`src/logic/dc_input_consts.svh`:
```
// Constants of the DC input enable policy: offsets, field positions, resets
// Assumes a 16-bit register port with a 4-bit word address
`ifndef DC_INPUT_CONSTS_SVH
`define DC_INPUT_CONSTS_SVH

// ****************************************
// Register offsets (word index)
// ****************************************
`define REG_CONFIG          4'h0
`define REG_CONTROL         4'h1
`define REG_STATUS          4'h2
`define REG_OV_LIMIT        4'h3
`define REG_OC_LIMIT        4'h4
`define REG_OP_LIMIT        4'h5
`define REG_R_SETPOINT      4'h6

// ****************************************
// Configuration fields
// ****************************************
`define CFG_ALLOW_REMOTE    0
`define CFG_POWERUP_RESTORE 1
`define CFG_LOSS_AUTO       2
`define CFG_EXIT_AUTO       3
`define CFG_FAST_REG        4
`define CFG_R_MODE          5
`define CFG_SB_BOTH_WAYS    6
`define CFG_SB_INVERT       7
`define CFG_RANGE_10V       8
`define CFG_USED_MASK       16'h01FF
`define CFG_ANALOG_MASK     16'h01C0
`define CFG_FACTORY         16'h0001
`define CFG_RESET           16'h0001

// ****************************************
// Control command fields
// ****************************************
`define CTL_SWITCH_ON       0
`define CTL_SWITCH_OFF      1
`define CTL_LEAVE_REMOTE    2
`define CTL_RESET_YES       3
`define CTL_RESET_ENTER     4

// ****************************************
// Status fields
// ****************************************
`define ST_ENABLE           0
`define ST_REMOTE           1
`define ST_LOCAL_ONLY       2
`define ST_SUPPLY_LOSS      3
`define ST_OV               4
`define ST_OC               5
`define ST_OP               6
`define ST_STANDBY          7
`define ST_R_MODE           8
`define ST_ANALOG_FITTED    9

// ****************************************
// Reset values
// ****************************************
`define LIMIT_FACTORY       16'hFFFF
`define SETPOINT_FACTORY    16'h0000
`define WORD_ZERO           16'h0000

`endif

```
`src/logic/dc_input_pkg.sv`:
```
// Types shared by the DC input enable policy files
// Assumes nothing of its surroundings
package dc_input_pkg;

   typedef logic [15:0] word_t;
   typedef logic [3:0]  addr_t;
   typedef logic [31:0] wide_t;

   // Control location, one-hot
   typedef enum logic [1:0] {
      CTRL_LOCAL  = 2'b01,
      CTRL_REMOTE = 2'b10
   } ctrl_mode_e;

endpackage

```
`src/logic/pin_sync.sv`:
```
// Two-stage synchroniser for one pin level
// Assumes the pin is asynchronous to clk_i
module pin_sync (
   input  wire logic clk_i,
   input  wire logic rst_i,
   input  wire logic ce_i,
   input  wire logic pin_i,
   output logic      level_o
);

   logic meta_reg;
   logic level_reg;

   // First stage feeds only the second
   always_ff @(posedge clk_i or posedge rst_i) begin
      if (rst_i) begin
         meta_reg  <= 1'b0;
         level_reg <= 1'b0;
      end else if (ce_i) begin
         meta_reg  <= pin_i;
         level_reg <= meta_reg;
      end
   end

   assign level_o = level_reg;

endmodule

```
`src/logic/over_limit.sv`:
```
// Limit comparator with a sticky alarm flag
// Assumes value and limit come from logic on clk_i
module over_limit (
   input  wire logic                 clk_i,
   input  wire logic                 rst_i,
   input  wire logic                 ce_i,
   input  wire dc_input_pkg::wide_t  value_i,
   input  wire dc_input_pkg::wide_t  limit_i,
   input  wire logic                 clear_i,
   output logic                      exceed_o,
   output logic                      alarm_o
);
   import dc_input_pkg::*;

   logic exceed_reg;
   logic alarm_reg;
   wire  exceed_next = value_i > limit_i;

   // Set wins over a clear in the same cycle
   always_ff @(posedge clk_i or posedge rst_i) begin
      if (rst_i) begin
         exceed_reg <= 1'b0;
         alarm_reg  <= 1'b0;
      end else if (ce_i) begin
         exceed_reg <= exceed_next;
         alarm_reg  <= exceed_reg | (alarm_reg & ~clear_i);
      end
   end

   assign exceed_o = exceed_reg;
   assign alarm_o  = alarm_reg;

endmodule

```
`src/logic/dc_input_enable_policy.sv`:
```
// DC input enable policy of an electronic load: settings, alarms and on/off control
// Assumes a register port on clk_i, pins asynchronous, stored settings on clk_i
//
// How it works
// Remote not allowed rejects digital and analog control
// Remote not allowed shows local-only status
// Power-up policy Off keeps input off
// Power-up policy Restore reloads saved enable state
// Supply loss Off: stays off until switch-on
// Supply loss Auto: back on if was on
// Exit policy Off: leaving remote disables input
// Exit policy Auto: leaving remote keeps state
// Selector for slow or fast voltage regulation
// Resistance mode and setpoint only when enabled
// Off-only pin action never enables input
// Both-ways pin re-enables only if enabled elsewhere
// Inverted polarity flips the standby pin level
// Analog range selects 5 V or 10 V
// Analog settings exist only with option fitted
// Confirmed factory reset restores all defaults
// Over-voltage raises alarm and disables input
// Over-current raises alarm and disables input
// Over-power raises alarm and disables input
// Settings writable only while input is off; the R setpoint is written while on too
// Standby pin synchronised, acted on next cycle
// Reset loads power-up Off, other policies stored
`include "dc_input_consts.svh"

module dc_input_enable_policy (
   input  wire logic                clk_i,
   input  wire logic                rst_i,
   input  wire logic                ce_i,
   input  wire dc_input_pkg::addr_t addr_i,
   input  wire dc_input_pkg::word_t wdata_i,
   input  wire logic                wr_i,
   input  wire logic                rd_i,
   output dc_input_pkg::word_t      rdata_o,
   input  wire dc_input_pkg::word_t stored_cfg_i,
   input  wire logic                restore_i,
   input  wire logic                saved_enable_i,
   input  wire logic                dig_enter_remote_i,
   input  wire logic                dig_exit_remote_i,
   input  wire logic                dig_on_i,
   input  wire logic                dig_off_i,
   input  wire logic                remote_standby_pin_i,
   input  wire logic                analog_fitted_i,
   input  wire logic                supply_loss_alarm_i,
   input  wire dc_input_pkg::word_t volt_i,
   input  wire dc_input_pkg::word_t curr_i,
   output logic                     dc_enable_o,
   output logic                     remote_active_o,
   output logic                     local_only_o,
   output logic                     fast_reg_o,
   output logic                     r_mode_o,
   output dc_input_pkg::word_t      r_setpoint_o,
   output logic                     range_10v_o,
   output logic                     over_voltage_alarm_o,
   output logic                     over_current_alarm_o,
   output logic                     over_power_alarm_o,
   output logic                     factory_reset_o
);
   import dc_input_pkg::*;

   // ****************************************
   // State
   // ****************************************
   word_t      cfg_reg;
   word_t      ov_limit_reg;
   word_t      oc_limit_reg;
   word_t      op_limit_reg;
   word_t      r_set_reg;
   word_t      rdata_reg;
   ctrl_mode_e mode_reg;
   ctrl_mode_e mode_next;
   logic       enable_reg;
   logic       enable_next;
   logic       loaded_reg;
   logic       sb_prev_reg;
   logic       sb_armed_reg;
   logic       sb_armed_next;
   logic       loss_prev_reg;
   logic       loss_was_on_reg;
   logic       factory_reg;
   word_t      cfg_next;

   // ****************************************
   // Synchronised pins
   // ****************************************
   logic sb_level;
   logic loss_level;
   logic fitted;

   pin_sync u_sync_standby (
      .clk_i   (clk_i),
      .rst_i   (rst_i),
      .ce_i    (ce_i),
      .pin_i   (remote_standby_pin_i),
      .level_o (sb_level)
   );
   pin_sync u_sync_loss (
      .clk_i   (clk_i),
      .rst_i   (rst_i),
      .ce_i    (ce_i),
      .pin_i   (supply_loss_alarm_i),
      .level_o (loss_level)
   );
   pin_sync u_sync_fitted (
      .clk_i   (clk_i),
      .rst_i   (rst_i),
      .ce_i    (ce_i),
      .pin_i   (analog_fitted_i),
      .level_o (fitted)
   );

   // ****************************************
   // Register decode
   // ****************************************
   wire sel_cfg    = addr_i == `REG_CONFIG;
   wire sel_ctl    = addr_i == `REG_CONTROL;
   wire sel_status = addr_i == `REG_STATUS;
   wire sel_ov     = addr_i == `REG_OV_LIMIT;
   wire sel_oc     = addr_i == `REG_OC_LIMIT;
   wire sel_op     = addr_i == `REG_OP_LIMIT;
   wire sel_rset   = addr_i == `REG_R_SETPOINT;
   wire ctl_wr     = wr_i & sel_ctl;
   wire cfg_unlock = ~enable_reg;

   wire allow      = cfg_reg[`CFG_ALLOW_REMOTE];
   wire is_remote  = mode_reg == CTRL_REMOTE;
   wire is_local   = mode_reg == CTRL_LOCAL;

   wire factory_cmd = ctl_wr & wdata_i[`CTL_RESET_YES] & wdata_i[`CTL_RESET_ENTER]
                      & cfg_unlock;
   wire alarm_clear = wr_i & sel_status;

   // Analog settings hold their value while the option is absent
   wire [15:0] analog_keep = fitted ? `WORD_ZERO : `CFG_ANALOG_MASK;
   wire [15:0] cfg_wmask   = `CFG_USED_MASK & ~analog_keep;

   // ****************************************
   // Limit alarms
   // ****************************************
   wide_t power;
   logic  ov_exceed;
   logic  oc_exceed;
   logic  op_exceed;

   // Power limit compares against the upper half of the product
   assign power = volt_i * curr_i;

   over_limit u_ov (
      .clk_i    (clk_i),
      .rst_i    (rst_i),
      .ce_i     (ce_i),
      .value_i  ({`WORD_ZERO, volt_i}),
      .limit_i  ({`WORD_ZERO, ov_limit_reg}),
      .clear_i  (alarm_clear & wdata_i[`ST_OV]),
      .exceed_o (ov_exceed),
      .alarm_o  (over_voltage_alarm_o)
   );
   over_limit u_oc (
      .clk_i    (clk_i),
      .rst_i    (rst_i),
      .ce_i     (ce_i),
      .value_i  ({`WORD_ZERO, curr_i}),
      .limit_i  ({`WORD_ZERO, oc_limit_reg}),
      .clear_i  (alarm_clear & wdata_i[`ST_OC]),
      .exceed_o (oc_exceed),
      .alarm_o  (over_current_alarm_o)
   );
   over_limit u_op (
      .clk_i    (clk_i),
      .rst_i    (rst_i),
      .ce_i     (ce_i),
      .value_i  (power),
      .limit_i  ({op_limit_reg, 16'hFFFF}),
      .clear_i  (alarm_clear & wdata_i[`ST_OP]),
      .exceed_o (op_exceed),
      .alarm_o  (over_power_alarm_o)
   );

   wire any_trip  = ov_exceed | oc_exceed | op_exceed;
   wire any_alarm = over_voltage_alarm_o | over_current_alarm_o | over_power_alarm_o;
   // No switch-on while an alarm stands, so an alarm cannot be overridden
   wire on_block  = any_alarm | any_trip | loss_level;

   // ****************************************
   // Switch requests
   // ****************************************
   wire panel_on  = ctl_wr & wdata_i[`CTL_SWITCH_ON] & is_local;
   wire panel_off = ctl_wr & wdata_i[`CTL_SWITCH_OFF];
   wire dig_on    = dig_on_i & allow & is_remote;
   wire dig_off   = dig_off_i & allow & is_remote;

   // Standby level, 1 means standby asked for
   wire sb_active = sb_level ^ cfg_reg[`CFG_SB_INVERT];
   wire sb_usable = allow & fitted;
   wire sb_rise   = sb_usable & sb_active & ~sb_prev_reg;
   wire sb_fall   = sb_usable & ~sb_active & sb_prev_reg;
   wire sb_on     = sb_fall & cfg_reg[`CFG_SB_BOTH_WAYS] & sb_armed_reg;

   wire loss_fall = ~loss_level & loss_prev_reg;
   wire loss_on   = loss_fall & cfg_reg[`CFG_LOSS_AUTO] & loss_was_on_reg;

   // Leaving remote, by panel, command or withdrawn permission
   wire exit_evt  = is_remote & ((ctl_wr & wdata_i[`CTL_LEAVE_REMOTE])
                    | dig_exit_remote_i | ~allow);
   wire exit_off  = exit_evt & ~cfg_reg[`CFG_EXIT_AUTO];
   wire boot_on   = stored_cfg_i[`CFG_POWERUP_RESTORE] & saved_enable_i;
   wire user_on   = panel_on | dig_on;

   always_comb begin
      enable_next = enable_reg;
      if ((user_on | sb_on | loss_on) & ~on_block) begin
         enable_next = 1'b1;
      end
      if (panel_off | dig_off | sb_rise | exit_off) begin
         enable_next = 1'b0;
      end
      if (restore_i) begin
         enable_next = boot_on & ~on_block;
      end
      if (any_trip | loss_level | factory_cmd) begin
         enable_next = 1'b0;
      end
   end

   // Pin may switch on only after another location switched on
   always_comb begin
      sb_armed_next = sb_armed_reg;
      if (enable_next & ~enable_reg & ~sb_on) begin
         sb_armed_next = 1'b1;
      end
      if (factory_cmd) begin
         sb_armed_next = 1'b0;
      end
   end

   always_comb begin
      mode_next = mode_reg;
      unique case (mode_reg)
         CTRL_LOCAL: begin
            if (dig_enter_remote_i & allow) begin
               mode_next = CTRL_REMOTE;
            end
         end
         CTRL_REMOTE: begin
            if (exit_evt) begin
               mode_next = CTRL_LOCAL;
            end
         end
         default: mode_next = CTRL_LOCAL;
      endcase
      if (factory_cmd) begin
         mode_next = CTRL_LOCAL;
      end
   end

   // ****************************************
   // Configuration
   // ****************************************
   always_comb begin
      cfg_next = cfg_reg;
      if (~loaded_reg) begin
         cfg_next[`CFG_LOSS_AUTO] = stored_cfg_i[`CFG_LOSS_AUTO];
         cfg_next[`CFG_EXIT_AUTO] = stored_cfg_i[`CFG_EXIT_AUTO];
      end
      if (restore_i) begin
         cfg_next = (stored_cfg_i & cfg_wmask) | (cfg_reg & analog_keep);
      end
      if (wr_i & sel_cfg & cfg_unlock) begin
         cfg_next = (wdata_i & cfg_wmask) | (cfg_reg & analog_keep);
      end
      if (factory_cmd) begin
         cfg_next = `CFG_FACTORY;
      end
   end

   always_ff @(posedge clk_i or posedge rst_i) begin
      if (rst_i) begin
         cfg_reg    <= `CFG_RESET;
         loaded_reg <= 1'b0;
      end else if (ce_i) begin
         cfg_reg    <= cfg_next;
         loaded_reg <= 1'b1;
      end
   end

   always_ff @(posedge clk_i or posedge rst_i) begin
      if (rst_i) begin
         ov_limit_reg <= `LIMIT_FACTORY;
         oc_limit_reg <= `LIMIT_FACTORY;
         op_limit_reg <= `LIMIT_FACTORY;
         r_set_reg    <= `SETPOINT_FACTORY;
      end else if (ce_i) begin
         if (factory_cmd) begin
            ov_limit_reg <= `LIMIT_FACTORY;
            oc_limit_reg <= `LIMIT_FACTORY;
            op_limit_reg <= `LIMIT_FACTORY;
            r_set_reg    <= `SETPOINT_FACTORY;
         end else if (wr_i & cfg_unlock) begin
            if (sel_ov) ov_limit_reg <= wdata_i;
            if (sel_oc) oc_limit_reg <= wdata_i;
            if (sel_op) op_limit_reg <= wdata_i;
         end
         if (wr_i & sel_rset & cfg_reg[`CFG_R_MODE] & ~factory_cmd) begin
            r_set_reg <= wdata_i;
         end
      end
   end

   // ****************************************
   // Enable state
   // ****************************************
   always_ff @(posedge clk_i or posedge rst_i) begin
      if (rst_i) begin
         enable_reg      <= 1'b0;
         mode_reg        <= CTRL_LOCAL;
         sb_prev_reg     <= 1'b0;
         sb_armed_reg    <= 1'b0;
         loss_prev_reg   <= 1'b0;
         loss_was_on_reg <= 1'b0;
         factory_reg     <= 1'b0;
      end else if (ce_i) begin
         enable_reg    <= enable_next;
         mode_reg      <= mode_next;
         sb_prev_reg   <= sb_active;
         sb_armed_reg  <= sb_armed_next;
         loss_prev_reg <= loss_level;
         factory_reg   <= factory_cmd;
         if (loss_level & ~loss_prev_reg) begin
            loss_was_on_reg <= enable_reg;
         end else if (loss_fall | user_on) begin
            loss_was_on_reg <= 1'b0;
         end
      end
   end

   // ****************************************
   // Read back
   // ****************************************
   word_t status;
   word_t rd_value;

   assign status = {6'h00, fitted, cfg_reg[`CFG_R_MODE], sb_active,
                    over_power_alarm_o, over_current_alarm_o, over_voltage_alarm_o,
                    loss_level, ~allow, is_remote, enable_reg};
   assign rd_value = sel_cfg    ? cfg_reg :
                     sel_status ? status :
                     sel_ov     ? ov_limit_reg :
                     sel_oc     ? oc_limit_reg :
                     sel_op     ? op_limit_reg :
                     sel_rset   ? r_set_reg : `WORD_ZERO;

   // Data stand in each cycle after rd_i is high, zero otherwise
   always_ff @(posedge clk_i or posedge rst_i) begin
      if (rst_i) begin
         rdata_reg <= `WORD_ZERO;
      end else if (ce_i) begin
         rdata_reg <= rd_i ? rd_value : `WORD_ZERO;
      end
   end

   // ****************************************
   // Outputs
   // ****************************************
   assign rdata_o         = rdata_reg;
   assign dc_enable_o     = enable_reg;
   assign remote_active_o = is_remote;
   assign local_only_o    = ~allow;
   assign fast_reg_o      = cfg_reg[`CFG_FAST_REG];
   assign r_mode_o        = cfg_reg[`CFG_R_MODE];
   assign r_setpoint_o    = r_set_reg;
   assign range_10v_o     = cfg_reg[`CFG_RANGE_10V];
   assign factory_reset_o = factory_reg;

endmodule

```
`config.mk`:
```
export PLATFORM = sky130hd
export DESIGN_NAME = dc_input_enable_policy
export DESIGN_NICKNAME = d
export VERILOG_FILES = /design/src/logic/dc_input_pkg.sv /design/src/logic/pin_sync.sv /design/src/logic/over_limit.sv /design/src/logic/dc_input_enable_policy.sv
export VERILOG_INCLUDE_DIRS = /design/src /design/src/logic
export SDC_FILE = /design/constraint.sdc
export NUM_CORES = 1
export LEC_CHECK = 0
export BUFFER_PORTS_ARGS = -buffer_cell sky130_fd_sc_hd__buf_2
export CORE_AREA = 10 10 210 212
export DETAILED_ROUTE_END_ITERATION = 10
export DIE_AREA = 0 0 220 222
export GPL_ROUTABILITY_DRIVEN = 0
export PLACE_DENSITY = 0.57
export SLEW_MARGIN = 25
export SYNTH_ARGS = -nofsm -noshare
export SYNTH_HDL_FRONTEND = slang
export SYNTH_HIERARCHICAL = 1
export SYNTH_SLANG_ARGS = --single-unit
```
`constraint.sdc`:
```
create_clock -name clk_i -period 7.3 [get_ports clk_i]
set_clock_uncertainty 0.05 [all_clocks]
set_input_delay 1.46 -clock clk_i [delete_from_list [all_inputs] [get_ports clk_i]]
set_output_delay 1.46 -clock clk_i [all_outputs]
set_load 0.02 [all_outputs]
```
Word level (Yosys, flattened, before mapping) --
Index checks and enable logic that the tools add are counted.
Word-level totals: register bits 117, output and inout port bits 42
Cells by class: multiply operators 1, $lt $le $gt $ge 3, equal/unequal tests 11, muxes and demuxes 35, bitwise gates (word level) 84, reduce and logical (&&, ||, !) cells 18
Operator list (number):
- 16-bit two-way mux | 21
- 16-bit by 9-bit AND with 16-bit output | 3
- 1-bit AND | 44
- 16-bit > comparator | 2
- 32-bit > comparator | 1
- 16-bit by 16-bit multiplier with 32-bit output | 1
- 16-bit bitwise OR | 2
- 1-bit bitwise OR | 20
- 2-bit nonzero test | 7
- 1-bit inverter | 13
- 4-bit by 3-bit == test with 1-bit output (second input constant) | 3
- 3-bit AND reduction | 4
- 2-bit AND reduction | 5
- 9-bit two-way mux | 1
- 9-bit inverter | 1
- 4-bit by 2-bit == test with 1-bit output (second input constant) | 2
- 1-bit two-way mux | 8
- 2-bit two-way mux | 4
- 3-bit by 1-bit != test with 1-bit output (second input constant) | 2
- 4-bit by 1-bit == test with 1-bit output (second input constant) | 1
- 4-bit logical NOT | 1
- 4-bit by 2-bit != test with 1-bit output (second input constant) | 1
- 2-bit case mux with 2 select lines | 1
- 3-bit nonzero test | 1
- other kinds (3) | 3

Longest topological paths before layout --
Gate-level depths: netlist (run 1).
depth after elaboration 17, gate-level depth with buffers 29

By module --
The synthesis (run 1) kept the hierarchy.
Modules (own cells, without submodules):
- dc_input_enable_policy | times used 1, cells an instance 1359, area each 12916.1 sq um, seq. area each 2514.9 sq um
- over_limit | times used 3, cells an instance 119, area each 889.6 sq um, seq. area each 50.0 sq um
- pin_sync | times used 3, cells an instance 5, area each 76.3 sq um, seq. area each 50.0 sq um

Worst setup path before layout (run 1) --
Ideal clock, no wire load.
path type input to register, from in curr_i[4], to reg u_op.exceed_reg (netlist: u_op/exceed_o), setup time 0.134 ns, arrival time 8.020 ns, data required time 7.116 ns, path slack -0.904 ns, stages on the path 27, cell sequence clkbuf_1 > and2_1 > fa_1 > inv_1 > fa_1 > fa_1 > inv_1 > fa_1 > fa_1 > inv_1 > fa_1 > inv_1 > ha_1 > a21o_1 > a31o_1 > a221o_1 > a221oi_2 > o21bai_1 > a21o_1 > a21oi_1 > xnor2_1 > ha_1 > nand4_1 > nor3_1 > a41oi_1 > a21oi_1 > a21oi_1
On the way: word-level cells in the longest chain between the ends 2
RTL lines:
- start: declaration | line dc_input_enable_policy.sv:49 | input wire dc_input_pkg::word_t curr_i,
- 16-bit by 16-bit multiplier with 32-bit output | line dc_input_enable_policy.sv:149 | assign power = volt_i * curr_i;
- via power[25] | line dc_input_enable_policy.sv:143 | wide_t power;
- 32-bit > comparator | line over_limit.sv:17 | wire exceed_next = value_i > limit_i;
- end signal: assignment | line over_limit.sv:25 | exceed_reg <= exceed_next;
- end: declaration | line over_limit.sv:15 | logic exceed_reg;
The timed path passes the listed nets, and every way through them passes these cells. A chain may end at the register's enable or synchronous reset.

Worst setup path after layout (run 1) --
from in volt_i[5], to reg u_op.exceed_reg (netlist: u_op/exceed_o)
On the way: word-level cells in the longest chain between the ends 2
RTL lines:
- start: declaration | line dc_input_enable_policy.sv:48 | input wire dc_input_pkg::word_t volt_i,
- 16-bit by 16-bit multiplier with 32-bit output | line dc_input_enable_policy.sv:149
- via power[26] | line dc_input_enable_policy.sv:143
- 32-bit > comparator | line over_limit.sv:17
The timed path passes the listed nets, and every way through them passes these cells.

==> impl_metrics.toml, run 1 <==
[critical_path]
critPathBufInv = 6
endpoint_kind = "register"
path_common_cell = "fa_1"
rr_worst_depth = 7
max_stage_delay_ns = 0.53
start_kind = "primary input"
crit_arrival_ns = 8.11
crit_type = "in -> reg"
crit_cells = 28
setup.worst_path.start = "volt_i[5]"
crit_fanout = 6
critPathSlowestCell = "fa_1"
reg2reg_slack_ns = 4.71
critPathCapture = "u_op/exceed_o"
path_delay_family = "adder cells"
rr_startpoint = "u_sync_loss/level_o"
timing.rr.end = "sb_armed_reg"
crit_required_ns = 7.47

[cells_and_area]
antenna_cells = 0
drive_gt1_share_pct = 20.5
final_common_cell = "inv_1"
layout_common_cells = "inv_1 (345), nand2_1 (204), ha_1 (193)"
fill_cells = 3883
post-route-util_pct = 47.8
syn_to_final_growth_pct = 19.7
nNetsFinal = 2512

[detailed_routing]
drcViolationCount = 0
dr.pass1.iters = 5
via_per_inst = 5.09
antenna_left = 0
routed_wl_um = 43500
drtIter0Drc = 646
vias = 13100
avgRoutedWirePerCell_um = 17.0

[timing]
finalHoldViolations = 0
setup_viol = 1
slew_violations = 0
final.setup.worst_slack_ns = -0.637
min_period_ns = 7.94
worst_pin_slew_ns = 0.944
rsz0062_at_grt = "yes"
relSlewSlack_pct = 37.1
fmax_mhz = 126
fin_crit_sh_pct = 109

[floorplan]
ioPinCount = 124
core_area_mm2 = 0.0396
fp.dieArea_mm2 = 0.0488
rows = 73
die_h_um = 222
die_w_um = 220
start_util_pct = 39.9

[placement]
detailed_place_hpwl_um = 37100
numPortBuffers = 116

[synthesis]
syn_area_mm2 = 0.0158
yosysWarnings = 6
synth.largest_area_cell = "fa_1"
synth_top_area_share_pct = 24.6
syn_area_per_cell_um2 = 9.14
synth_edf_count = 0
ys_types = 71
yosysSeqAreaShare_pct = 17.8
synthTopCellsByArea = "fa_1 (25%), ha_1 (16%), dfrtp_1 (9.5%)"
synth.ff_latch_count = 110
synth_ff_type = "dfrtp_1"
synthCells = 1731
async_flop_share_pct = 100

[global_routing]
track_usage_pct = 18.1
grt_max_degree = 54
grt_pass1_vias = 13800
antenna_found_initial = 0
grt_pass1_wl_um = 72200
grt_overflow = 0

[clock_tree]
cts.htree.levels = 3
clk_path_buf_depth = 2
cts_buffers = 9
clock-sinks = 110
clk_latency_ns = 0.35
path_clk_slew_ns = 0.07
root_buffer = "clkbuf_16"
cts_tree = "built"

[status]
run_status = "finished with violations"
violations = "setup timing"

[job]
maxCapViolCount = 0

[min_path]
hold_class = "reg -> reg"
==> worst min path at each step <==
stage | startpoint | end | slack, ns | cells after the start
finish | rdata_o[9] | rdata_o[9] | 0.43 | 1
global route | rdata_o[7] | rdata_o[7] | 0.46 | 1
CTS | rdata_o[7] | rdata_o[7] | 0.44 | 1
detailed placement | rdata_o[9] | rdata_o[9] | 0.41 | 1
global placement | rdata_o[9] | rdata_o[9] | 0.41 | 1
floorplan | loaded_reg | loaded_reg | 0.39 | 1
==> cell type report <==
class | count | area (um2) | share of cell area (%)
multi-input combinational | 1287 | 12000 | 63.5
sequential | 110 | 2820 | 14.9
timing repair buffer | 275 | 1820 | 9.62
inverter | 353 | 1330 | 7.01
tap | 525 | 657 | 3.47
clock buffer | 10 | 239 | 1.26
clock inverter | 6 | 52.6 | 0.278
==> kinds of logic after synthesis <==
group / after synthesis / synth area share, %
AOI/OAI and AO/OA: 315 / 14.8
other: 2 / 0.0475
xor gates and xnor gates: 27 / 1.50
muxes: 23 / 1.59
DFF: 110 / 17.8
adders and majority gates: 394 / 40.4
and+or+nand+nor: 448 / 14.1
buffers and inverters: 412 / 9.79
==> cell usage after synthesis (13+ instances only) <==
library cell,instances
and2_1,119
nand3_1,24
a21oi_1,69
a22oi_1,21
nand2_1,205
dfrtp_1,60
nand4_1,16
a21o_1,27
inv_1,350
o2bb2ai_1,13
xnor2_1,24
a221oi_1,14
o22a_1,42
a22o_1,25
nor2_1,31
ha_1,200
fa_1,194
clkbuf_1,57
dfstp_2,50
==> per-stage QoR <==
step	area, um2	setup TNS (ns)	setup WS [ns]	cells	hold WS (ns)
detailed placement	18500	-1.10	-1.10	2548	0.414
finish	18900	-0.637	-0.637	2566	0.435
CTS	18800	-0.715	-0.715	2564	0.439
global route	18900	-0.903	-0.903	2566	0.458
global placement	18500	-1.03	-1.03	2548	0.414
floorplan	16300	-0.366	-0.366	1809	0.389
==> worst register-to-register path: cells and delay by family (launching register included) <==
family / cells / cell delay (ns)
AND/OR/NAND/NOR: 2 / 1.03
AO/OA/AOI/OAI: 5 / 0.98
flip-flops: 1 / 0.46
==> repair_timing <==
| item | in CTS | in global routing |
|---|---|---|
| hold endpoints to repair | 0 | 0 |
| setup endpoints to repair | 1 | 1 |
| setup buffers | 0 | 3 |
| gates resized for setup | 23 | 15 |
| hold buffers | 0 | 0 |
| pin swaps | 21 | 22 |
==> per-layer routing <==
layer,vias to the layer above,track usage (%),wire (um)
li1,6212,-,-
met1,6507,25.3,20600
met2,312,29.3,20300
met3,32,2.32,2070
met4,0,3.26,565
met5,-,0,0
Power of run 1 is not shown: default switching activity piles up to over one toggle a cycle in this logic, so the estimate is an artifact.
==> run 2: changes to the inputs <==
CORE_AREA = 10 10 241 186   (was 10 10 210 212)
DIE_AREA = 0 0 251 196   (was 0 0 220 222)
PLACE_DENSITY = 0.56   (was 0.57)
==> run 2 against run 1 <==
Effect of this change:
- the flow still finishes with violations (setup timing)
- first-iteration DRC count rose by 30%
- final cell count rose by 0.35%
- core utilization fell by 0.34 points
- non-clock buffer count rose by 5
==> impl_metrics.toml, run 2 (synthesized netlist as in run 1, its figures left out) <==
[status]
run_status = "finished with violations"
violations = "setup timing"

[floorplan]
ioPinCount = 124
start_util_pct = 39.4
die_w_um = 251
rows = 64
core_area_mm2 = 0.0401
die_h_um = 196
fp.dieArea_mm2 = 0.0492

[critical_path]
timing.rr.end = "sb_armed_reg"
crit_fanout = 9
critPathCapture = "u_op/exceed_o"
max_stage_delay_ns = 0.53
setup.worst_path.start = "curr_i[4]"
endpoint_kind = "register"
path_delay_family = "adder cells"
start_kind = "primary input"
reg2reg_slack_ns = 4.72
critPathBufInv = 7
critPathSlowestCell = "fa_1"
crit_type = "in -> reg"
crit_arrival_ns = 8.17
rr_worst_depth = 7
crit_required_ns = 7.55
path_common_cell = "fa_1"
rr_startpoint = "u_sync_loss/level_o"
crit_cells = 28

[power_and_ir_drop]
p_sw_share_pct = 47.6
peakVddDrop_v = 0.000736
power.density_mw_per_mm2 = 560
switching_power_mw = 5.07
p_leak_nw = 9.91
clockPowerShare_pct = 4.6
combPwrFrac_pct = 86.9
seqPwrFrac_pct = 8.4
intPower_mw = 5.59

[clock_tree]
cts_tree = "built"
cts_buffers = 9
hold_buffers = 0
path_clk_slew_ns = 0.08
root_buffer = "clkbuf_16"
cts.htree.levels = 3
clk_latency_ns = 0.37
clock-sinks = 110
clk_path_buf_depth = 2

[cells_and_area]
syn_to_final_growth_pct = 20.3
nNetsFinal = 2517
drive_gt1_share_pct = 20.6
fill_cells = 3862
fin_area_mm2 = 0.0190
fin_cells = 2575
layout_common_cells = "inv_1 (343), nand2_1 (204), ha_1 (194)"
final_common_cell = "inv_1"

[global_routing]
track_usage_pct = 18.8
grt_pass1_vias = 13800
grt_overflow = 0
antenna_found_initial = 2
grt_max_degree = 52
grt_pass1_wl_um = 75200

[detailed_routing]
dr.pass1.iters = 5
drtIter0Drc = 840
antenna_left = 0
vias = 13100
avgRoutedWirePerCell_um = 17.9
routed_wl_um = 46000
via_per_inst = 5.10
drcViolationCount = 0

[timing]
setup_viol = 1
relSlewSlack_pct = 31.6
rsz0062_at_grt = "yes"
final.setup.worst_slack_ns = -0.620
finalHoldViolations = 0
min_period_ns = 7.92
worst_pin_slew_ns = 1.03
fin_crit_sh_pct = 108
fmax_mhz = 126
slew_violations = 0

[placement]
placed_area_mm2 = 0.0185
numPortBuffers = 116
placedCellCount = 2552
detailed_place_hpwl_um = 38800

[min_path]
hold_class = "reg -> reg"

[job]
maxCapViolCount = 0
[run 2: cell types whose count changed in the layout (fill, tap and decap cells not counted), moves of 3 or more]
cell,previous run,this run
a21oi_1,61,64
a21oi_2,12,9
buf_12,0,6
buf_2,103,108
buf_4,166,160
[run 2: per-layer routing]
metal	up-vias	track usage [%]	share of wire (%)	wire, um
li1	6230	-	-	-
met1	6604	26.8	48	22100
met2	275	30.2	46	21000
met3	30	3.15	5.4	2480
met4	2	2.38	0.74	339
met5	-	0	0.028	13
[run 2: cell type report]
| cell class | count | area (um2) | area share, % |
|---|---|---|---|
| inverter | 353 | 1330 | 6.97 |
| clock inverter | 5 | 38.8 | 0.204 |
| timing repair buffer | 280 | 1930 | 10.1 |
| sequential | 110 | 2820 | 14.8 |
| multi-input combinational | 1287 | 12000 | 63.1 |
| antenna | 1 | 2.50 | 0.0132 |
| clock buffer | 11 | 254 | 1.34 |
| tap | 528 | 661 | 3.47 |
[run 2: how the worst min path moves through the flow]
stage	endpoint	slack, ns	depth (start not counted)	from
floorplan	loaded_reg	0.39	1	loaded_reg
global placement	rdata_o[2]	0.41	1	rdata_o[2]
detailed placement	rdata_o[7]	0.42	1	rdata_o[7]
CTS	rdata_o[7]	0.44	1	rdata_o[7]
global route	rdata_o[7]	0.46	1	rdata_o[7]
finish	rdata_o[7]	0.44	1	rdata_o[7]
[run 2: what timing repair did]
item	in CTS	in global routing
pin swaps	2	27
endpoints found under the setup margin	1	1
buffers inserted	0	6
resized for setup	11	27
[run 2: power groups by stage]
stage | Sequential (mW) | Clock (mW) | Combinational [mW]
2_1_floorplan | 0.875 | 0 | 5.81
3_3_place_gp | 0.901 | 0 | 8.67
3_5_place_dp | 0.903 | 0 | 8.84
4_1_cts | 0.894 | 0.507 | 9.02
5_1_grt | 0.910 | 0.534 | 10.5
6_report | 0.897 | 0.495 | 9.27
[run 2: per-stage QoR]
step	setup slack (ns)	TNS, ns	power (mW)	util [%]	hold WS [ns]
6_report	-0.620	-0.620	10.7	47.4	0.437
5_1_grt	-0.928	-0.928	11.9	47.4	0.462
4_1_cts	-0.650	-0.650	10.4	47.0	0.439
3_5_place_dp	-1.09	-1.09	9.74	46.2	0.421
3_3_place_gp	-1.02	-1.02	9.58	46.2	0.412
2_1_floorplan	-0.366	-0.366	6.68	-	0.389
Note: power is estimated with default switching activity, not from simulation.
